### config.mk
export PLATFORM = sky130hd
export DESIGN_NAME = msic_regs
export DESIGN_NICKNAME = d
export VERILOG_FILES = /design/src/hw/msic_pkg.sv /design/src/hw/msic_regs.sv /design/src/hw/msic_silo.sv
export SDC_FILE = /design/constraint.sdc
export NUM_CORES = 1
export LEC_CHECK = 0
export BUFFER_PORTS_ARGS = -buffer_cell sky130_fd_sc_hd__clkbuf_2
export CELL_PAD_IN_SITES_DETAIL_PLACEMENT = 0
export CELL_PAD_IN_SITES_GLOBAL_PLACEMENT = 2
export CORE_ASPECT_RATIO = 0.75
export CORE_MARGIN = 2
export CORE_UTILIZATION = 44
export CTS_BUF_LIST = sky130_fd_sc_hd__clkbuf_16
export DETAILED_ROUTE_END_ITERATION = 12
export PLACE_DENSITY = 0.77
export RECOVER_POWER = 50
export SYNTH_ARGS = -nofsm -noshare
export SYNTH_HDL_FRONTEND = slang
export SYNTH_SLANG_ARGS = --single-unit
### constraint.sdc
create_clock -name ref_clk_i -period 2.6 [get_ports ref_clk_i]
set_input_delay 0 -clock ref_clk_i [delete_from_list [all_inputs] [get_ports ref_clk_i]]
set_output_delay 0 -clock ref_clk_i [all_outputs]
set_load 0.05 [all_outputs]
### src/hw/msic_pkg.sv
// Constants for the status and interrupt control register block
package msic_pkg;
	// APB byte addresses
	localparam logic [7:0] OFS_SCW = 8'h00;
	localparam logic [7:0] OFS_LCW = 8'h04;
	localparam logic [7:0] OFS_SRS = 8'h08;
	localparam logic [7:0] OFS_TSR = 8'h0C;
	localparam logic [7:0] OFS_RIC = 8'h10;
	localparam logic [7:0] OFS_SEC = 8'h14;
	localparam logic [7:0] OFS_IST = 8'h18;
	localparam logic [7:0] OFS_IMK = 8'h1C;

	// System control word fields
	localparam int SCW_GO = 0;
	localparam int SCW_XA_LO = 4;
	localparam int SCW_RXIE = 6;
	localparam int SCW_RXI = 7;
	localparam int SCW_RXDONE = 8;
	localparam int SCW_FWE = 9;
	localparam int SCW_OVF = 10;
	localparam int SCW_MCLR = 11;
	localparam int SCW_OVFIE = 12;
	localparam int SCW_TSIE = 13;
	localparam int SCW_TSI = 15;
	// Plain read/write bits: 0-6, 8, 9, 12, 13
	localparam logic [15:0] SCW_RW_MASK = 16'h337F;
	// Bits cleared by master clear
	localparam logic [15:0] SCW_MCLR_MASK = 16'hBECF;

	// Line control word fields
	localparam int LCW_XA_LO = 4;

	// Secondary register selector fields
	localparam int SRS_LINE_LO = 0;
	localparam int SRS_REG_LO = 8;
	localparam logic [3:0] SEC_CUR_ADDR = 4'h0;
	localparam logic [3:0] SEC_TBL_BASE = 4'h1;

	// Transfer status entry flag bit
	localparam int TSR_FLAG = 15;

	// Interrupt status bits
	localparam int IST_OVF = 0;
	localparam int IST_TSR = 1;
	localparam int IST_RXI = 2;
	localparam int IST_W = 3;

	// Reset values
	localparam logic [15:0] RST_16 = 16'h0000;
	localparam logic [31:0] RST_32 = 32'h0000_0000;
	localparam logic [1:0] RST_XA = 2'h0;

	typedef enum logic [1:0] {
		BUS_IDLE = 2'b00,
		BUS_WAIT = 2'b01,
		BUS_DONE = 2'b10
	} msic_bus_t;
endpackage : msic_pkg

### src/hw/msic_regs.sv
// Status, interrupt and master clear register bank with APB slave
//
// Operation
// - Overflow flag set when status silo full
// - Overflow requests vector B only if enabled
// - Status flag requests vector B only if enabled
// - Master clear clears listed register bits
// - Master clear empties receive silo, self-clears
// - Status entry load sets status interrupt flag
// - Status flag writable only with write enable
// - Reset clears overflow, enables, status flag
// - Line word shows selected extended address bits
// - Selector picks line for secondary accesses
// - Extended address bits feed secondary loads
`timescale 1ns/1ps
module msic_regs
	import msic_pkg::*;
#(
	parameter int SILO_DEPTH = 64,
	parameter int LINES = 16
) (
	input wire logic ref_clk_i,
	input wire logic rstn_i,
	input wire logic ce_i,
	input wire logic psel_i,
	input wire logic penable_i,
	input wire logic pwrite_i,
	input wire logic [7:0] paddr_i,
	input wire logic [31:0] pwdata_i,
	output logic [31:0] prdata_o,
	output logic pready_o,
	output logic pslverr_o,
	input wire logic tsr_load_i,
	input wire logic [15:0] tsr_data_i,
	input wire logic ric_load_i,
	input wire logic [15:0] ric_data_i,
	input wire logic rx_int_set_i,
	output logic go_o,
	output logic rx_silo_clear_o,
	output logic irq_a_o,
	output logic irq_b_o,
	output logic irq_o
);
	////////////////////////////////////////////////////////////////////////////
	// Declarations
	localparam int SEC_N = LINES * 2;
	localparam int SEC_AW = $clog2(SEC_N);

	msic_bus_t bus_q;
	logic [15:0] scw_rw_q;
	logic rxi_q;
	logic ovf_q;
	logic tsi_q;
	logic mclr_q;
	logic [15:0] srs_q;
	logic [15:0] ric_q;
	logic tsr_flag_clr_q;
	logic [1:0] xa_mem [SEC_N];
	logic [IST_W-1:0] ist_q;
	logic [IST_W-1:0] imk_q;
	logic [31:0] prdata_q;
	logic pslverr_q;
	logic irq_a_q;
	logic irq_b_q;
	logic irq_q;
	logic rdy_q;
	logic ovf_prev_q;
	logic wr;
	logic rd;
	logic [15:0] wd;
	logic [15:0] tsr_head;
	logic silo_full;
	logic silo_empty;
	logic tsr_pop;
	logic hit;
	logic [15:0] rdata;
	logic [IST_W-1:0] ist_set;

	// Index of the secondary extended address slot chosen by the selector
	function automatic logic [SEC_AW-1:0] sec_idx(input logic [15:0] secondary_register_selector);
		logic [3:0] line;
		logic [3:0] kind;
		line = secondary_register_selector[SRS_LINE_LO +: 4];
		kind = secondary_register_selector[SRS_REG_LO +: 4];
		sec_idx = SEC_AW'({line, (kind == SEC_TBL_BASE)});
	endfunction : sec_idx
	function automatic logic is_sec_addr(input logic [15:0] secondary_register_selector);
		is_sec_addr = (secondary_register_selector[SRS_REG_LO +: 4] == SEC_CUR_ADDR) ||
			(secondary_register_selector[SRS_REG_LO +: 4] == SEC_TBL_BASE);
	endfunction : is_sec_addr

	////////////////////////////////////////////////////////////////////////////
	// APB handshake: two wait cycles so read data comes from a flop
	assign wr = (bus_q == BUS_DONE) && psel_i && penable_i && pwrite_i;
	assign rd = (bus_q == BUS_DONE) && psel_i && penable_i && !pwrite_i;
	assign wd = pwdata_i[15:0];

	always_ff @(posedge ref_clk_i or negedge rstn_i) begin
		if (!rstn_i) begin
			bus_q <= BUS_IDLE;
			rdy_q <= 1'b0;
		end else if (ce_i) begin
			rdy_q <= (bus_q == BUS_WAIT);
			case (bus_q)
				BUS_IDLE: begin
					if (psel_i && penable_i) begin
						bus_q <= BUS_WAIT;
					end
				end
				BUS_WAIT: bus_q <= BUS_DONE;
				BUS_DONE: bus_q <= BUS_IDLE;
				default: bus_q <= BUS_IDLE;
			endcase
		end
	end
	always_comb begin
		hit = 1'b1;
		rdata = RST_16;
		case (paddr_i)
			OFS_SCW: begin
				rdata = scw_rw_q;
				rdata[SCW_RXI] = rxi_q;
				rdata[SCW_OVF] = ovf_q;
				rdata[SCW_MCLR] = mclr_q;
				rdata[SCW_TSI] = tsi_q;
			end
			OFS_LCW: rdata[LCW_XA_LO +: 2] = xa_mem[sec_idx(srs_q)];
			OFS_SRS: rdata = srs_q;
			OFS_TSR: begin
				rdata = tsr_head;
				if (tsr_flag_clr_q) begin
					rdata[TSR_FLAG] = 1'b0;
				end
			end
			OFS_RIC: rdata = ric_q;
			OFS_IST: rdata[IST_W-1:0] = ist_q;
			OFS_IMK: rdata[IST_W-1:0] = imk_q;
			OFS_SEC: rdata = RST_16;
			default: hit = 1'b0;
		endcase
	end
	always_ff @(posedge ref_clk_i or negedge rstn_i) begin
		if (!rstn_i) begin
			prdata_q <= RST_32;
			pslverr_q <= 1'b0;
		end else if (ce_i) begin
			if (bus_q == BUS_WAIT) begin
				prdata_q <= pwrite_i ? RST_32 : {16'h0000, rdata};
				pslverr_q <= !hit;
			end else if (bus_q == BUS_DONE) begin
				pslverr_q <= 1'b0;
			end
		end
	end

	////////////////////////////////////////////////////////////////////////////
	// System control word
	always_ff @(posedge ref_clk_i or negedge rstn_i) begin
		if (!rstn_i) begin
			scw_rw_q <= RST_16;
		end else if (ce_i) begin
			if (mclr_q) begin
				scw_rw_q <= scw_rw_q & ~SCW_MCLR_MASK;
			end else if (wr && paddr_i == OFS_SCW) begin
				scw_rw_q <= wd & SCW_RW_MASK;
			end
		end
	end

	// Master clear pulse, gone one cycle after the write
	always_ff @(posedge ref_clk_i or negedge rstn_i) begin
		if (!rstn_i) begin
			mclr_q <= 1'b0;
		end else if (ce_i) begin
			mclr_q <= wr && paddr_i == OFS_SCW && wd[SCW_MCLR];
		end
	end

	// Receiver interrupt flag; service complete clears it
	always_ff @(posedge ref_clk_i or negedge rstn_i) begin
		if (!rstn_i) begin
			rxi_q <= 1'b0;
		end else if (ce_i) begin
			if (rx_int_set_i) begin
				rxi_q <= 1'b1;
			end else if (mclr_q) begin
				rxi_q <= 1'b0;
			end else if (wr && paddr_i == OFS_SCW) begin
				if (wd[SCW_RXDONE]) begin
					rxi_q <= 1'b0;
				end else if (scw_rw_q[SCW_FWE]) begin
					rxi_q <= wd[SCW_RXI];
				end
			end
		end
	end

	// Overflow flag set by a full silo and held; set wins over clears
	always_ff @(posedge ref_clk_i or negedge rstn_i) begin
		if (!rstn_i) begin
			ovf_q <= 1'b0;
		end else if (ce_i) begin
			if (silo_full) begin
				ovf_q <= 1'b1;
			end else if (mclr_q) begin
				ovf_q <= 1'b0;
			end else if (wr && paddr_i == OFS_SCW) begin
				ovf_q <= wd[SCW_OVF];
			end
		end
	end

	// Transfer status interrupt flag
	always_ff @(posedge ref_clk_i or negedge rstn_i) begin
		if (!rstn_i) begin
			tsi_q <= 1'b0;
		end else if (ce_i) begin
			if (tsr_load_i) begin
				tsi_q <= 1'b1;
			end else if (mclr_q) begin
				tsi_q <= 1'b0;
			end else if (rd && paddr_i == OFS_TSR) begin
				tsi_q <= 1'b0;
			end else if (wr && paddr_i == OFS_SCW && scw_rw_q[SCW_FWE]) begin
				tsi_q <= wd[SCW_TSI];
			end
		end
	end

	////////////////////////////////////////////////////////////////////////////
	// Transfer status silo
	assign tsr_pop = rd && paddr_i == OFS_TSR;
	msic_silo #(
		.WIDTH(16),
		.DEPTH(SILO_DEPTH)
	) u_silo (
		.ref_clk_i(ref_clk_i),
		.rstn_i(rstn_i),
		.ce_i(ce_i),
		.push_i(tsr_load_i),
		.data_i(tsr_data_i),
		.pop_i(tsr_pop),
		.head_o(tsr_head),
		.full_o(silo_full),
		.empty_o(silo_empty)
	);

	// Master clear hides the flag bit of the shown entry until the next pop
	always_ff @(posedge ref_clk_i or negedge rstn_i) begin
		if (!rstn_i) begin
			tsr_flag_clr_q <= 1'b0;
		end else if (ce_i) begin
			if (mclr_q) begin
				tsr_flag_clr_q <= 1'b1;
			end else if (tsr_pop || silo_empty) begin
				tsr_flag_clr_q <= 1'b0;
			end
		end
	end

	////////////////////////////////////////////////////////////////////////////
	// Receive character, selector and secondary extended address
	always_ff @(posedge ref_clk_i or negedge rstn_i) begin
		if (!rstn_i) begin
			ric_q <= RST_16;
		end else if (ce_i) begin
			if (ric_load_i) begin
				ric_q <= ric_data_i;
			end else if (mclr_q) begin
				ric_q <= RST_16;
			end
		end
	end

	always_ff @(posedge ref_clk_i or negedge rstn_i) begin
		if (!rstn_i) begin
			srs_q <= RST_16;
		end else if (ce_i && wr && paddr_i == OFS_SRS) begin
			srs_q <= wd;
		end
	end
	always_ff @(posedge ref_clk_i or negedge rstn_i) begin
		if (!rstn_i) begin
			xa_mem <= '{default: RST_XA};
		end else if (ce_i && wr && paddr_i == OFS_SEC && is_sec_addr(srs_q)) begin
			xa_mem[sec_idx(srs_q)] <= scw_rw_q[SCW_XA_LO +: 2];
		end
	end

	////////////////////////////////////////////////////////////////////////////
	// Interrupts
	assign ist_set = {rx_int_set_i, tsr_load_i, ovf_q && !ovf_prev_q};

	always_ff @(posedge ref_clk_i or negedge rstn_i) begin
		if (!rstn_i) begin
			ist_q <= '0;
			imk_q <= '0;
			ovf_prev_q <= 1'b0;
		end else if (ce_i) begin
			ovf_prev_q <= ovf_q;
			if (rd && paddr_i == OFS_IST) begin
				ist_q <= (ist_q & ~prdata_q[IST_W-1:0]) | ist_set; // Clear only what was read
			end else begin
				ist_q <= ist_q | ist_set;
			end
			if (wr && paddr_i == OFS_IMK) begin
				imk_q <= wd[IST_W-1:0];
			end
		end
	end

	always_ff @(posedge ref_clk_i or negedge rstn_i) begin
		if (!rstn_i) begin
			irq_a_q <= 1'b0;
			irq_b_q <= 1'b0;
			irq_q <= 1'b0;
		end else if (ce_i) begin
			irq_a_q <= rxi_q && scw_rw_q[SCW_RXIE];
			irq_b_q <= (ovf_q && scw_rw_q[SCW_OVFIE]) ||
				(tsi_q && scw_rw_q[SCW_TSIE]);
			irq_q <= |(ist_q & imk_q);
		end
	end

	////////////////////////////////////////////////////////////////////////////
	// Outputs
	assign prdata_o = prdata_q;
	assign pready_o = rdy_q;
	assign pslverr_o = pslverr_q;
	assign go_o = scw_rw_q[SCW_GO];
	assign rx_silo_clear_o = mclr_q;
	assign irq_a_o = irq_a_q;
	assign irq_b_o = irq_b_q;
	assign irq_o = irq_q;
endmodule : msic_regs

### src/hw/msic_silo.sv
// First-in first-out silo for transfer status entries
`timescale 1ns/1ps
module msic_silo #(
	parameter int WIDTH = 16,
	parameter int DEPTH = 64
) (
	input wire logic ref_clk_i,
	input wire logic rstn_i,
	input wire logic ce_i,
	input wire logic push_i,
	input wire logic [WIDTH-1:0] data_i,
	input wire logic pop_i,
	output logic [WIDTH-1:0] head_o,
	output logic full_o,
	output logic empty_o
);
	localparam int AW = $clog2(DEPTH);

	logic [WIDTH-1:0] mem [DEPTH];
	logic [AW-1:0] wptr_q;
	logic [AW-1:0] rptr_q;
	logic [AW:0] cnt_q;
	logic do_push;
	logic do_pop;

	assign full_o = (cnt_q == (AW+1)'(DEPTH));
	assign empty_o = (cnt_q == '0);
	assign head_o = mem[rptr_q];
	assign do_push = push_i && !full_o;
	assign do_pop = pop_i && !empty_o;

	always_ff @(posedge ref_clk_i) begin
		if (ce_i && do_push) begin
			mem[wptr_q] <= data_i;
		end
	end

	always_ff @(posedge ref_clk_i or negedge rstn_i) begin
		if (!rstn_i) begin
			wptr_q <= '0;
			rptr_q <= '0;
			cnt_q <= '0;
		end else if (ce_i) begin
			if (do_push) begin
				wptr_q <= wptr_q + 1'b1;
			end
			if (do_pop) begin
				rptr_q <= rptr_q + 1'b1;
			end
			if (do_push && !do_pop) begin
				cnt_q <= cnt_q + 1'b1;
			end else if (do_pop && !do_push) begin
				cnt_q <= cnt_q - 1'b1;
			end
		end
	end
endmodule : msic_silo
==> flow_summary.json <==
{
  "netlist_top_cells_area": "edfxtp_1 (66%), mux4_2 (13%), dfrtp_1 (8.6%), mux2_2 (2.5%), a22oi_1 (1.6%)",
  "rsz0062_at_grt": "true",
  "path_clk_slew_ns": 0.07,
  "max_slew_margin_pct": -86.6,
  "timing.critical_path.buf_inv": 5,
  "grt_max_degree": 78,
  "final_cell_mix": "edfxtp_1 (1024), mux4_2 (267), buf_4 (220), dfrtp_1 (158), clkbuf_16 (110)",
  "hpwlAfterDp_mm": 80.2,
  "clk_root_buffer_cell": "clkbuf_16",
  "fp-row-count": 103,
  "totalWireLength_mm": 127,
  "ys.flop_type": "edfxtp_1",
  "drtPass1Iterations": 5,
  "r2r_slack_ns": -0.43,
  "io_pins": 120,
  "start_util_pct": 44.4,
  "async_reset_ff_share_pct": 13.6,
  "synth.top_cell.area_share_pct": 65.7,
  "critPathArrivalTime_ns": 3.62,
  "post_layout_net_count": 2999,
  "chipWidth_um": 381,
  "vias_per_cell": 5.91,
  "finalHoldWorstSlack_ns": 0.0567,
  "weighted_congestion_at_the_end_of_routability_driven_global_placement": 0.841,
  "fmax_ghz": 0.330,
  "critPathMostFrequentCell": "buf_12",
  "cts_tree": "yes",
  "route.vias.total": 26065,
  "dpl_ws_ns": -0.565,
  "critical-path-slowest-cell": "mux4_2",
  "outcome": "finished, violations left",
  "worstMarginPinSlew_ns": 2.80,
  "cts_buffers": 108,
  "final_common_cell": "edfxtp_1",
  "final.setup.worst_slack_ns": -0.430,
  "finalCriticalPeriod_ns": 3.03,
  "setup.worst_path.end_class": "flip-flop",
  "global_route.overflow_total": 0,
  "p_leak_nw": 19.5,
  "timing.final.hold_violations": 0,
  "finClkSkew_ns": 0.0458,
  "largest_delay_contributor_family_on_the_critical_path": "buffers and inverters",
  "wire_length_of_the_first_global_routing_pass_mm": 183,
  "worst_hold_path_type": "input port to flip-flop",
  "floorplan.die_area_sq_um": 109000,
  "timing.final.max_slew_violations": 687,
  "number_of_enable_type_register_cells_in_the_synthesized_netlist": 1024,
  "grt_util_all_layers_pct": 23.2,
  "yosys_reg_bits": 1185,
  "total_power_density_per_cell_area_nw_per_um2": 679,
  "drt_first_iter_violations": 3373,
  "setup.worst_path.start_class": "flip-flop",
  "syn_avg_cell_area_sq_um": 19.6,
  "final_setup_violations": 18,
  "drive_above_1_share_pct": 36.8,
  "cp_max_stage_delay_ns": 0.51,
  "core_footprint_sq_um": 105000,
  "worst-path-max-fanout": 6,
  "first_global_vias": 26149,
  "drc": 0,
  "synth_area_sq_um": 46800,
  "timing_worst_setup_path_type": "flip-flop to flip-flop",
  "vdd_drop_max_mv": 0.703,
  "violations": "max-capacitance violations, max-slew violations, negative setup slack",
  "cts_num_sinks": 1185,
  "area_overhead_of_the_layout_relative_to_synthesis_pct": 23.4,
  "timing.critical_path.required_ns": 3.19,
  "grt_antenna_before_repair": 11,
  "port_buffers": 87,
  "min_period_over_period_pct": 117,
  "netlist-cell-type-count": 60,
  "syn_inst": 2387,
  "synth_seq_area_share_pct": 74.3,
  "clock_latency_on_the_worst_skew_pair_ns": 0.74,
  "path_cells": "buf_12, buf_12, buf_12, buf_4, mux4_2, a22oi_2, buf_6, a21oi_4, or4_4, a222oi_1, o21ai_1",
  "wl_per_cell_um": 28.8,
  "ant_nets": 0,
  "netlist.top_cell.by_area": "edfxtp_1",
  "cts-htree-levels": 3,
  "power_mw": 39.2,
  "ys_warn_count": 0,
  "max_cap_viol_count": 17,
  "cts.path.max_buffers": 3,
  "die_h_um": 286
}
==> path summary, 6_finish.rpt <==
check | startpoint | end | cells after the start
max | u_silo.rptr_q[0] | prdata_o[13] | 11
min | pwdata_i[15] | srs_q[15] | 3
max reg2reg | u_silo.rptr_q[0] | prdata_o[13] | 11
min reg2reg | ovf_prev_q | ist_q[0] | 1
max in group asynchronous | rstn_i | u_silo.rptr_q[0] | 3
min in group asynchronous | rstn_i | xa_mem[55] | 3
==> cells in the mapped netlist, types with 7 or more instances <==
library cell and count:
mux2i_1 33, nor3_1 19, or4_1 13, buf_1 18, mux2_2 105, and3_1 7
nor2b_1 7, a22oi_1 100, o21ai_0 33, nand3_1 22, inv_1 15, mux4_2 267
nand2_1 85, xnor2_1 10, ha_1 12, dfrtp_1 161, buf_2 34, buf_4 28
nand2b_1 10, nor2_1 108, clkbuf_1 73, o21ai_1 11, edfxtp_1 1024, a21oi_1 78
a222oi_1 11, a22o_1 27
==> metrics by stage <==
step | TNS (ns) | area (sq um) | util (%) | instances
after CTS | -5.09 | 57200 | 54.2 | 4378
after global placement | -7.98 | 52100 | 49.4 | 4071
after global routing | -13.63 | 57700 | 54.8 | 4414
final | -5.11 | 57700 | 54.8 | 4414
after floorplan | 0 | 46900 | - | 2402
after detailed placement | -10.39 | 52100 | 49.4 | 4071
==> per-layer routing <==
metal / routed length, um / share of wire, % / track usage, % / vias up
met3: 11900 / 9.4 / 4.77 / 188
met4: 3010 / 2.4 / 5.70 / 6
met5: 40 / 0.031 / 0 / -
met1: 53800 / 42 / 34.5 / 13835
li1: - / - / - / 10811
met2: 58500 / 46 / 35.4 / 1225
==> state kept, by name, indices dropped and copies added, names as in the netlist, 2 cells and up <==
name / flops
u_silo.mem: 1024
xa_mem: 64
prdata_o: 16
ric_q: 16
srs_q: 16
scw_rw_q: 11
u_silo.cnt_q: 7
u_silo.rptr_q: 6
u_silo.wptr_q: 6
imk_q: 3
ist_q: 3
bus_q: 2
==> timing repair <==
item                       4_1_cts  5_1_grt
hold buffers                    78        0
setup endpoints to repair      174       70
setup buffers                   24       33
gates cloned                     5        2
gates resized for setup        122      100
hold endpoints to repair       458        0
pin swaps                       38       58
==> report_power, final <==
group          leakage, nW  switching, mW  internal (mW)  total (mW)
sequential            11.3          0.265           21.1        21.4
clock                 1.76           7.11           8.20        15.3
combinational         6.35           1.49           1.03        2.52
==> worst min-delay path: cells and delay by family <==
family / cells / cell delay (ns)
multiplexers: 1 / 0.13
buffers and inverters: 2 / 0.63
==> layout make-up <==
type	count	area, sq um
diodes	2	5.00
clock buffers	108	2700
clock inverters	92	683
fillers	8115	47700
inverters	15	63.8
multi-input cells	1047	12000
flip-flops and latches	1185	34800
well taps	1417	1770
repair buffers	548	5680
==> cells by family (layout without fill, tap and decap cells) <==
| family | count (synthesis) | after routing | share of synthesized area (%) |
|---|---|---|---|
| other | 1 | 18 | 0.00801 |
| muxes | 405 | 405 | 16.1 |
| buffers and inverters | 170 | 763 | 1.71 |
| DFF | 1185 | 1185 | 74.3 |
| adders and majority gates | 13 | 13 | 0.364 |
| AOI/OAI and AO/OA | 298 | 298 | 4.30 |
| and+or+nand+nor | 299 | 299 | 2.93 |
| xor gates and xnor gates | 16 | 16 | 0.299 |
(Power assumes the default switching activity.)
